==> src/verilog/uls_consts.vh <==
/*
  constants for the line status block: bit positions, reset values, widths.
  assumes inclusion by bare name from the design files.
*/
`ifndef ULS_CONSTS_VH
`define ULS_CONSTS_VH
`define ULS_BIT_FIFO_ERR   7
`define ULS_BIT_TX_EMPTY   6
`define ULS_BIT_HOLD_EMPTY 5
`define ULS_BIT_BREAK      4
`define ULS_BIT_FRAMING    3
`define ULS_BIT_PARITY     2
`define ULS_BIT_OVERRUN    1
`define ULS_BIT_DATA_RDY   0
`define ULS_FLAG_BRK       2
`define ULS_FLAG_FE        1
`define ULS_FLAG_PE        0
`define ULS_FLAG_W         3
`define ULS_DATA_W         8
`define ULS_FIFO_DEPTH     128
`define ULS_FIFO_AW        7
`define ULS_FRAME_BITS     10
`define ULS_OVS            16
`define ULS_STAT_RESET     8'h60
`endif

==> src/verilog/uls_rx_fifo.v <==
/*
  receive fifo: data byte plus break, framing and parity flags per entry,
  with a count of flagged entries for the error summary.
  assumes push and pop come from logic on the same clock.
*/
`timescale 1ns/1ps
`include "uls_consts.vh"
module uls_rx_fifo #(
  parameter DEPTH = `ULS_FIFO_DEPTH,
  parameter AW    = `ULS_FIFO_AW
) (
  // clock and reset
  input  wire                                clk,
  input  wire                                rst,
  // fill side
  input  wire                                push,
  input  wire [`ULS_DATA_W+`ULS_FLAG_W-1:0]  push_word,
  // drain side
  input  wire                                pop,
  input  wire                                flush,
  output wire [`ULS_DATA_W+`ULS_FLAG_W-1:0]  top_word,
  output wire                                empty,
  output wire                                full,
  output wire                                any_err
);
  localparam W = `ULS_DATA_W + `ULS_FLAG_W;
  reg [W-1:0]  mem [0:DEPTH-1];
  reg [AW-1:0] wp_r;
  reg [AW-1:0] rp_r;
  reg [AW:0]   cnt_r;
  reg [AW:0]   errcnt_r;
  wire         do_push;
  wire         do_pop;
  wire         in_err;
  wire         out_err;

  // flags are stored with each byte so top and summary derive from them
  assign do_push = push & ~full; // [RULE_15]
  assign do_pop  = pop & ~empty;
  assign empty   = (cnt_r == {(AW+1){1'b0}});
  assign full    = (cnt_r == DEPTH[AW:0]);
  assign top_word = mem[rp_r];
  assign in_err  = |push_word[`ULS_FLAG_W-1:0];
  assign out_err = |top_word[`ULS_FLAG_W-1:0];
  assign any_err = (errcnt_r != {(AW+1){1'b0}}); // [RULE_01] [RULE_02]

  always @(posedge clk) begin
    if (do_push)
      mem[wp_r] <= push_word;
  end

  // pointers, fill count and count of entries carrying any flag
  always @(posedge clk or posedge rst) begin
    if (rst) begin
      wp_r     <= {AW{1'b0}};
      rp_r     <= {AW{1'b0}};
      cnt_r    <= {(AW+1){1'b0}};
      errcnt_r <= {(AW+1){1'b0}};
    end else if (flush) begin
      wp_r     <= {AW{1'b0}};
      rp_r     <= {AW{1'b0}};
      cnt_r    <= {(AW+1){1'b0}};
      errcnt_r <= {(AW+1){1'b0}};
    end else begin
      if (do_push)
        wp_r <= wp_r + 1'b1;
      if (do_pop)
        rp_r <= rp_r + 1'b1;
      cnt_r    <= cnt_r + {{AW{1'b0}}, do_push} - {{AW{1'b0}}, do_pop};
      errcnt_r <= errcnt_r + {{AW{1'b0}}, do_push & in_err}
                           - {{AW{1'b0}}, do_pop & out_err};
    end
  end
endmodule // uls_rx_fifo

==> src/verilog/uls_line_status.v <==
/*
  line status logic of a single-channel uart: tx empty flags, break
  detection, receive error flags and the line status byte for the cpu.
  assumes receiver, transmitter and bus decode on the same clock; the rx
  pin is asynchronous and is synchronised here.
*/
// Contract
// [RULE_01] summary bit set when fifo holds flagged byte
// [RULE_02] summary clears when no flagged bytes remain
// [RULE_03] summary, break, framing bits zero after reset
// [RULE_04] non-fifo: tx empty when holding, shift empty
// [RULE_05] tx empty low while either holds character
// [RULE_06] fifo mode: tx empty when fifo, shift empty
// [RULE_07] non-fifo: holding empty set on transfer to shift
// [RULE_08] holding empty cleared with cpu holding write
// [RULE_09] fifo mode: holding empty follows fifo empty
// [RULE_10] holding empty plus enable raises interrupt
// [RULE_11] break set after rx low one frame
// [RULE_12] one break character per break condition
// [RULE_13] framing flag refers to top fifo character
// [RULE_14] parity flag refers to top fifo character
// [RULE_15] flags stored with every receive fifo entry
// [RULE_16] line status read-only, writes ignored
`timescale 1ns/1ps
`include "uls_consts.vh"
module uls_line_status #(
  parameter FRAME_BITS = `ULS_FRAME_BITS,
  parameter OVS        = `ULS_OVS
) (
  // clock and reset
  input  wire                   clk,
  input  wire                   rst,
  // configuration
  input  wire                   fifo_en,
  input  wire                   thre_int_en,
  input  wire                   baud_tick,
  // serial receive pin
  input  wire                   rx_pin,
  // receiver character strobe
  input  wire                   rx_char_valid,
  input  wire [`ULS_DATA_W-1:0] rx_char_data,
  input  wire                   rx_char_fe,
  input  wire                   rx_char_pe,
  input  wire                   rx_overrun,
  // cpu access
  input  wire                   lsr_rd,
  input  wire                   lsr_wr,
  input  wire                   rbr_rd,
  input  wire                   thr_wr,
  // transmitter side
  input  wire                   tx_load,
  input  wire                   tx_shift_busy,
  input  wire                   tx_fifo_empty,
  // outputs
  output reg  [7:0]             line_status,
  output reg  [`ULS_DATA_W-1:0] rx_data,
  output reg                    thre_irq
);
  localparam BRK_W = 16;
  localparam integer     BRK_PROD  = FRAME_BITS * OVS;
  localparam [BRK_W-1:0] BRK_TICKS = BRK_PROD[BRK_W-1:0]; // frame time must fit the counter
  localparam FW = `ULS_DATA_W + `ULS_FLAG_W;

  reg              rx_s1_r;
  reg              rx_s2_r;
  reg [BRK_W-1:0]  low_cnt_r;
  reg              in_break_r;
  reg              brk_push_r;
  reg              hold_full_r;
  reg              hold_empty_r;
  reg              tx_empty_r;
  reg              brk_hold_r;
  reg              fe_hold_r;
  reg              pe_hold_r;
  reg              oe_r;
  reg [FW-1:0]     nf_word_r;
  reg              nf_valid_r;
  wire             push;
  wire [FW-1:0]    push_word;
  wire [FW-1:0]    top_word;
  wire             f_empty;
  wire             f_full;
  wire             f_any_err;
  wire [FW-1:0]    cur_word;
  wire             have_data;
  reg  [7:0]       lsr_nxt;

  // two-flop synchroniser on the asynchronous rx pin
  always @(posedge clk or posedge rst) begin
    if (rst) begin
      rx_s1_r <= 1'b1;
      rx_s2_r <= 1'b1;
    end else begin
      rx_s1_r <= rx_pin;
      rx_s2_r <= rx_s1_r;
    end
  end

  // break: count oversample ticks while low; one push per break
  always @(posedge clk or posedge rst) begin
    if (rst) begin
      low_cnt_r  <= {BRK_W{1'b0}};
      in_break_r <= 1'b0;
      brk_push_r <= 1'b0;
    end else begin
      brk_push_r <= 1'b0;
      if (rx_s2_r) begin
        low_cnt_r  <= {BRK_W{1'b0}};
        in_break_r <= 1'b0;
      end else if (baud_tick && !in_break_r) begin
        if (low_cnt_r == BRK_TICKS - 1'b1) begin
          in_break_r <= 1'b1; // [RULE_11]
          brk_push_r <= 1'b1; // [RULE_12]
        end else begin
          low_cnt_r <= low_cnt_r + 1'b1;
        end
      end
    end
  end

  // a break entry is a zero byte with the break flag; rx strobe wins
  assign push = rx_char_valid | brk_push_r;
  assign push_word = rx_char_valid ?
    {rx_char_data, 1'b0, rx_char_fe, rx_char_pe} :
    {{`ULS_DATA_W{1'b0}}, 3'h4};

  uls_rx_fifo u_fifo (
    .clk       (clk),
    .rst       (rst),
    .push      (push & fifo_en),
    .push_word (push_word),
    .pop       (rbr_rd & fifo_en),
    .flush     (~fifo_en),
    .top_word  (top_word),
    .empty     (f_empty),
    .full      (f_full),
    .any_err   (f_any_err)
  );

  // non-fifo mode keeps a single holding word
  always @(posedge clk or posedge rst) begin
    if (rst) begin
      nf_word_r  <= {FW{1'b0}};
      nf_valid_r <= 1'b0;
    end else if (push && !fifo_en) begin
      nf_word_r  <= push_word;
      nf_valid_r <= 1'b1;
    end else if (rbr_rd || fifo_en) begin
      nf_valid_r <= 1'b0;
    end
  end

  assign cur_word  = fifo_en ? top_word : nf_word_r;
  assign have_data = fifo_en ? ~f_empty : nf_valid_r;

  // top-of-fifo flags shown while data present
  always @(posedge clk or posedge rst) begin
    if (rst) begin
      brk_hold_r <= 1'b0; // [RULE_03]
      fe_hold_r  <= 1'b0;
      pe_hold_r  <= 1'b0;
      oe_r       <= 1'b0;
    end else begin
      brk_hold_r <= have_data & cur_word[`ULS_FLAG_BRK];
      fe_hold_r  <= have_data & cur_word[`ULS_FLAG_FE]; // [RULE_13]
      pe_hold_r  <= have_data & cur_word[`ULS_FLAG_PE]; // [RULE_14]
      // overrun: set wins over the read clear
      if (rx_overrun || (push && fifo_en && f_full))
        oe_r <= 1'b1;
      else if (lsr_rd)
        oe_r <= 1'b0;
    end
  end

  // non-fifo holding register occupancy and holding-empty flag
  always @(posedge clk or posedge rst) begin
    if (rst) begin
      hold_full_r  <= 1'b0;
      hold_empty_r <= 1'b1;
      tx_empty_r   <= 1'b1;
    end else begin
      if (thr_wr)
        hold_full_r <= 1'b1;
      else if (tx_load)
        hold_full_r <= 1'b0;
      if (fifo_en)
        hold_empty_r <= tx_fifo_empty & ~thr_wr; // [RULE_09]
      else if (thr_wr)
        hold_empty_r <= 1'b0; // [RULE_08]
      else if (tx_load)
        hold_empty_r <= 1'b1; // [RULE_07]
      if (fifo_en)
        tx_empty_r <= tx_fifo_empty & ~thr_wr & ~tx_shift_busy; // [RULE_06]
      else
        tx_empty_r <= ~hold_full_r & ~thr_wr & ~tx_shift_busy; // [RULE_04] [RULE_05]
    end
  end

  // assemble status byte; lsr_wr has no effect
  always @* begin
    lsr_nxt = 8'h00;
    lsr_nxt[`ULS_BIT_FIFO_ERR]   = fifo_en & f_any_err; // [RULE_01] [RULE_02]
    lsr_nxt[`ULS_BIT_TX_EMPTY]   = tx_empty_r;
    lsr_nxt[`ULS_BIT_HOLD_EMPTY] = hold_empty_r;
    lsr_nxt[`ULS_BIT_BREAK]      = brk_hold_r;
    lsr_nxt[`ULS_BIT_FRAMING]    = fe_hold_r;
    lsr_nxt[`ULS_BIT_PARITY]     = pe_hold_r;
    lsr_nxt[`ULS_BIT_OVERRUN]    = oe_r;
    lsr_nxt[`ULS_BIT_DATA_RDY]   = have_data;
  end

  // registered outputs; status ignores cpu writes
  always @(posedge clk or posedge rst) begin
    if (rst) begin
      line_status <= `ULS_STAT_RESET; // [RULE_03]
      rx_data     <= {`ULS_DATA_W{1'b0}};
      thre_irq    <= 1'b0;
    end else begin
      line_status <= lsr_nxt; // [RULE_16]
      rx_data     <= cur_word[FW-1:`ULS_FLAG_W];
      thre_irq    <= lsr_nxt[`ULS_BIT_HOLD_EMPTY] & thre_int_en; // [RULE_10]
    end
  end
endmodule // uls_line_status

==> config.mk <==
export PLATFORM = sky130hd
export DESIGN_NAME = uls_line_status
export DESIGN_NICKNAME = d
export VERILOG_FILES = /design/src/verilog/uls_rx_fifo.v /design/src/verilog/uls_line_status.v
export VERILOG_INCLUDE_DIRS = /design/src /design/src/verilog
export SDC_FILE = /design/constraint.sdc
export NUM_CORES = 2
export LEC_CHECK = 0
export BUFFER_PORTS_ARGS = -buffer_cell sky130_fd_sc_hd__buf_4
export CORE_AREA = 2 2 412 414
export DETAILED_ROUTE_END_ITERATION = 10
export DIE_AREA = 0 0 414 416
export HOLD_SLACK_MARGIN = 0.08
export PLACE_DENSITY = 0.53
export RECOVER_POWER = 100
export SLEW_MARGIN = 20
export SYNTH_ARGS = -nofsm -noshare
export SYNTH_HDL_FRONTEND = slang
export SYNTH_SLANG_ARGS = --single-unit
==> constraint.sdc <==
create_clock -name clk -period 5.1 [get_ports clk]
set_input_delay 0.51 -clock clk [delete_from_list [all_inputs] [get_ports clk]]
set_output_delay 0.51 -clock clk [all_outputs]
set_load 0.1 [all_outputs]
---- Word level (Yosys, flattened, before mapping) ----
Memories as Yosys holds them, arrays and structs flattened.
Cells that the tools add are included.
Widths: inputs -> output; s select.
operators by class
  $add $sub $neg .......................... 7
  equality and inequality tests ........... 5
  multiplexer cells ....................... 30
  bitwise gates (word level) .............. 21
  reduce and logical (&&, ||, !) cells .... 20
operator list
  operator               number
  $mux 16                3
  $mux 7                 4
  $mux 11                2
  $mux 1                 19
  $add 16x1->16 const B  1
  $add 8x1->8            2
  $eq 16x8->1 const B    1
  $mux 8                 2
  $sub 8x1->8            2
  $and 1x1->1            15
  $add 7x1->7 const B    2
  $reduce_bool 2->1      5
  $eq 8x8->1 const B     1
  $logic_not 8->1        1
  $reduce_bool 8->1      1
  $reduce_or 3->1        2
  $not 1->1              5
  $logic_and 1x1->1      4
  $ne 2x1->1 const B     2
  $reduce_and 2->1       2
  $reduce_bool 3->1      1
  $logic_not 1->1        2
  $logic_or 1x1->1       2
  $ne 2x2->1 const B     1
  $or 1x1->1             1
storage, ports and cells
  register bits after elaboration ......... 86
  RAM bits ................................ 1,408
  bits of input ports ..................... 25
  output and inout bits ................... 17
  word-level logic and storage cells ...... 105
  memories ................................ 1
memory list
  memory      depth  width  read ports  clocked after Yosys merged registers in  write ports  line              RTL
  u_fifo.mem  128    11     1           0                                        1            uls_rx_fifo.v:27  reg [W-1:0] mem [0:DEPTH-1];

---- Logic depth before layout (Yosys ltp) ----
  word-level depth ........................ 7
  gate-level depth with buffers ........... 23
  mapped depth without buffers ............ 18

---- Cells and area by module ----
A second synthesis with hierarchy kept.
second synthesis, totals
  cells, all modules ...................... 2,937
  area, all modules ....................... 58,843.9 sq um
by module, submodules not included
  module           instances  cells each  area each (sq um)  sequential area each (sq um)
  uls_rx_fifo      1          2,740       56,451.6           43,031.3
  uls_line_status  1          197         2,392.3            1,408.9

---- Least setup slack after synthesis ----
Ideal clock, no wire load.
  path kind ............................... register -> register
  start point ............................. register u_fifo.rp_r[0]
  end point ............................... register u_fifo.errcnt_r[6]
  setup time .............................. 132 ps
  arrival ................................. 3,973 ps
  data required time ...................... 4,968 ps
  path slack .............................. 995 ps
  cell stages (with the launch flop) ...... 21
  buffers on the path ..................... 3
  clock period less this slack ............ 4,105 ps
  path through ............................ dfrtp_1 buf_6 buf_4 buf_2 mux4_2 a22oi_1 a21boi_1 o32ai_1 a21oi_1 o31a_1 ha_1 inv_1 ha_1 fa_1 a21oi_1 o21bai_1 a21oi_1 nor2_1 nor2_1 xor2_1 nor2_1
on the way
  cells in the longest elaborated chain, start to end .. 5
ends and longest elaborated chain
  what                    line              RTL
  from (decl)             uls_rx_fifo.v:29  reg [AW-1:0] rp_r;
  from (signal assigned)  uls_rx_fifo.v:56  rp_r <= {AW{1'b0}};
  from (signal assigned)  uls_rx_fifo.v:61  rp_r <= {AW{1'b0}};
  from (signal assigned)  uls_rx_fifo.v:68  rp_r <= rp_r + 1'b1;
  $mem_v2 128x11          --
  $reduce_or 3->1         uls_rx_fifo.v:44  assign out_err = |top_word[`ULS_FLAG_W-1:0];
  $and 1x1->1             uls_rx_fifo.v:71  - {{AW{1'b0}}, do_pop & out_err};
  $sub 8x1->8             uls_rx_fifo.v:71
  $mux 8                  uls_rx_fifo.v:59  end else if (flush) begin
  to (signal assigned)    uls_rx_fifo.v:58  errcnt_r <= {(AW+1){1'b0}};
  to (signal assigned)    uls_rx_fifo.v:63  errcnt_r <= {(AW+1){1'b0}};
  to (signal assigned)    uls_rx_fifo.v:70  errcnt_r <= errcnt_r + {{AW{1'b0}}, do_push & in_err}
  to (decl)               uls_rx_fifo.v:31  reg [AW:0] errcnt_r;
No other way between the ends.
A chain may end at the register's enable or synchronous reset.

---- Worst setup path after layout ----
Ends and elaborated chain as after synthesis.

==> flow_metrics.env <==
export IMPL_netlist_cell_type_count=66
export IMPL_leakagePower_nw=19.4
export IMPL_grt_pass1_vias=29572
export IMPL_cts_sinks=1494
export IMPL_worstPathArrival_ns=5.43
export IMPL_synth_cells=2717
export IMPL_pwr_density_cell_nw_per_um2=431
export IMPL_grtUsageMet1_pct=21.7
export IMPL_worstSkewPairLatency_ns=0.78
export IMPL_grt_max_degree=85
export IMPL_die_w_um=414
export IMPL_wl_um=140000
export IMPL_ys_seq_area_share_pct=76.1
export IMPL_track_usage_pct=16.1
export IMPL_grt_pass1_wl_um=204000
export IMPL_gp_congestion=0.799
export IMPL_drc=0
export IMPL_cts_root_buf="clkbuf_16"
export IMPL_ant_nets=0
export IMPL_drv_slew=1051
export IMPL_startpoint="u_fifo.rp_r[0]$_DFFE_PP0P_"
export IMPL_first_iter_violations=2813
export IMPL_h_tree_depth=4
export IMPL_hold_path_class="in -> reg"
export IMPL_skew_ns=0.0348
export IMPL_ys_ff_latch=1494
export IMPL_detail_route_wl_per_cell_um=26.1
export IMPL_peakVddDrop_mv=0.379
export IMPL_start_util_pct=34.7
export IMPL_instances_no_fill=5364
export IMPL_ys_warn_count=0
export IMPL_clk_pin_slew_worst_paths_ns=0.06
export IMPL_cp_max_fo=11
export IMPL_rows=151
export IMPL_maxSlewHeadroom_pct=-218
export IMPL_period_share_pct=93.9
export IMPL_grtUsageMet3_pct=3.49
export IMPL_syn2layout_area_growth_pct=14.9
export IMPL_violations="max-capacitance violations, max-slew violations"
export IMPL_min_from="baud_tick"
export IMPL_ios=42
export IMPL_final_nets=3067
export IMPL_finalCriticalPeriod_ns=4.79
export IMPL_syn_nets=2770
export IMPL_fillers=14932
export IMPL_max_cap_violations=18
export IMPL_fmax_mhz=209
export IMPL_synthArstFlopShare_pct=5.76
export IMPL_r2r_start="u_fifo.rp_r[0]$_DFFE_PP0P_"
export IMPL_die_area_um2=172000
export IMPL_syn_area_um2=58400
export IMPL_tightest_slew_ns=4.76
export IMPL_numCtsBuffers=156
export IMPL_status="finished, violations left"
export IMPL_cp_end_kind="flop"
export IMPL_multi_input_area_um2=13200
export IMPL_dpl_cell_count=5057
export IMPL_layout_drive_gt1_share_pct=25.5
export IMPL_synth_main_ff_cell="edfxtp_1"
export IMPL_avgSynthCellArea_um2=21.5
export IMPL_startpoint_type="flop"
export IMPL_busiest_layer="met2"
export IMPL_synth_edf_count=1408
export IMPL_placed_area_um2=62600
export IMPL_via_count=27891
export IMPL_final_cell_area_um2=67100
export IMPL_port_buffers=40
export IMPL_cts_tree="done"
export IMPL_cts_max_path_buffers=3
export IMPL_viasPerCell=5.20
export IMPL_crit_type="reg -> reg"
export IMPL_firstDrtPassIters=7
export IMPL_critPathRequiredTime_ns=5.74
export IMPL_core_um2=168000
export IMPL_dp_hpwl_um=88900
export IMPL_die_y_um=416
export IMPL_finalSetupViolations=0
export IMPL_gr_usage_met2_pct=26.4
export IMPL_antenna_found_initial=2
export IMPL_ff_latch_area_um2=44500
export IMPL_hold_violations=0
export IMPL_grt_ovfl_total=0
[through the flow]
step                      hold slack (ns)  setup TNS, ns  total power [W]  utilization [%]  setup slack [ns]
after CTS                           0.125              0           0.0292             40.2           0.00233
after global routing                0.156       -0.00385           0.0300             39.9          -0.00277
final                               0.183              0           0.0289             39.9             0.313
after global placement              0.337         -0.150           0.0182             37.2           -0.0971
after detailed placement            0.336        -0.0336           0.0182             37.2           -0.0336
after floorplan                     0.331              0           0.0170                -             0.995
[placed cells by master (no fill, tap or decap), types with 29 or more instances in the layout]
cell type,synthesis,final
edfxtp_1,1408,1408
mux4_2,401,401
nor2_1,189,189
clkbuf_1,59,168
clkbuf_16,0,161
buf_4,13,97
dfrtp_1,80,75
mux2i_1,49,49
nand2_1,44,44
a21oi_1,35,33
clkinv_2,0,30
clkinv_1,1,29
[per-layer routing]
layer | routed length (um) | share of wire (%)
met1 | 59900 | 43
met2 | 68500 | 49
met3 | 8080 | 5.8
met4 | 3490 | 2.5
met5 | 0 | 0
[Yosys cell counts, types with 8 or more instances]
| cell type | n | area share [%] |
|---|---|---|
| edfxtp_1 | 1408 | 72 |
| mux4_2 | 401 | 15 |
| nor2_1 | 189 | 1.2 |
| dfrtp_1 | 80 | 3.4 |
| clkbuf_1 | 59 | 0.38 |
| mux2i_1 | 49 | 0.84 |
| nand2_1 | 44 | 0.28 |
| buf_2 | 43 | 0.37 |
| a21oi_1 | 35 | 0.30 |
| inv_1 | 29 | 0.19 |
| o21ai_0 | 28 | 0.24 |
| ha_1 | 26 | 0.56 |
| nor2b_1 | 24 | 0.26 |
| nand3_1 | 23 | 0.20 |
| and2_1 | 19 | 0.20 |
| xor2_1 | 17 | 0.25 |
| a22o_1 | 15 | 0.22 |
| buf_6 | 15 | 0.29 |
| mux2_2 | 15 | 0.29 |
| a211oi_1 | 14 | 0.18 |
| buf_4 | 13 | 0.17 |
| nor3_1 | 13 | 0.11 |
| o221ai_1 | 13 | 0.19 |
| xnor2_1 | 13 | 0.19 |
| a22oi_1 | 12 | 0.15 |
| or3_1 | 10 | 0.11 |
| o22ai_1 | 9 | 0.096 |
| buf_1 | 8 | 0.051 |
[path summary, 6_finish.rpt]
path,end,slack [ns],cells after the start
max in group asynchronous,u_fifo.errcnt_r[0]$_DFF_PP0_,0.86,4
hold reg to reg,line_status[3]$_DFF_PP0_,0.35,0
setup / recovery,u_fifo.errcnt_r[6]$_DFF_PP0_,0.31,23
min in group asynchronous,oe_r$_DFFE_PP0P_,0.92,3
setup reg to reg,u_fifo.errcnt_r[6]$_DFF_PP0_,0.31,23
hold / removal,brk_push_r$_DFF_PP0_,0.18,3
[worst max-delay path, cell delays in order (launching register included)]
cell and delay, ns:
dfrtp_4 0.54, buf_12 0.18, buf_4 0.17, buf_6 0.16
buf_4 0.16, mux2i_1 0.12, o221ai_1 0.25, o221ai_1 0.18
a21oi_1 0.30, nor4_2 0.09, buf_4 0.15, nor3_1 0.33
o31a_1 0.38, ha_1 0.17, inv_1 0.04, ha_1 0.20
fa_1 0.42, a21oi_1 0.15, o21bai_1 0.11, a21oi_1 0.17
nor2_1 0.05, nor2_1 0.10, xor2_1 0.16, nor2_1 0.06
[flip-flops by register name, indices dropped and copies added (netlist names)]
register / flops
rx_s1_r: 1
rx_s2_r: 1
fe_hold_r: 1
brk_hold_r: 1
nf_valid_r: 1
nf_word_r: 11
in_break_r: 1
brk_push_r: 1
low_cnt_r: 16
tx_empty_r: 1
thre_irq: 1
hold_empty_r: 1
u_fifo.rp_r: 7
u_fifo.errcnt_r: 8
oe_r: 1
u_fifo.cnt_r: 8
rx_data: 8
line_status: 8
hold_full_r: 1
u_fifo.wp_r: 7
pe_hold_r: 1
u_fifo.mem: 1408
[repair_timing]
action | in CTS | in global routing
setup buffers | 0 | 3
endpoints found under the hold margin | 43 | 0
pin swaps | 0 | 2
setup endpoints to repair | 1 | 3
hold buffers | 13 | 0
cloned | 0 | 1
resized for setup | 1 | 9
[cell type report]
class | count | share of cell area (%)
tap | 2218 | 4.13
timing repair buffer | 278 | 2.49
antenna | 2 | 0.00745
multi-input combinational | 1053 | 19.6
clock inverter | 90 | 1.19
clock buffer | 198 | 6.18
inverter | 31 | 0.177
sequential | 1494 | 66.2
[power by group]
part           switching [W]  internal (W)  leakage [nW]
Clock                0.00471       0.00625          2.40
Sequential         0.0000936        0.0136          12.7
Combinational        0.00234       0.00196          4.22
[logic make-up (layout without fill, tap and decap cells)]
family          Yosys count  count (layout)  synth area share, %
fa+ha+maj                28              28                0.625
simple gates            363             363                 2.85
buf+inv                 170             597                 1.48
other cells               0               2                    0
mux                     465             465                 16.6
flops                  1494            1494                 76.1
xor+xnor                 30              30                0.450
compound gates          167             167                 1.96
No activity file was read; power rests on OpenSTA's default activity.
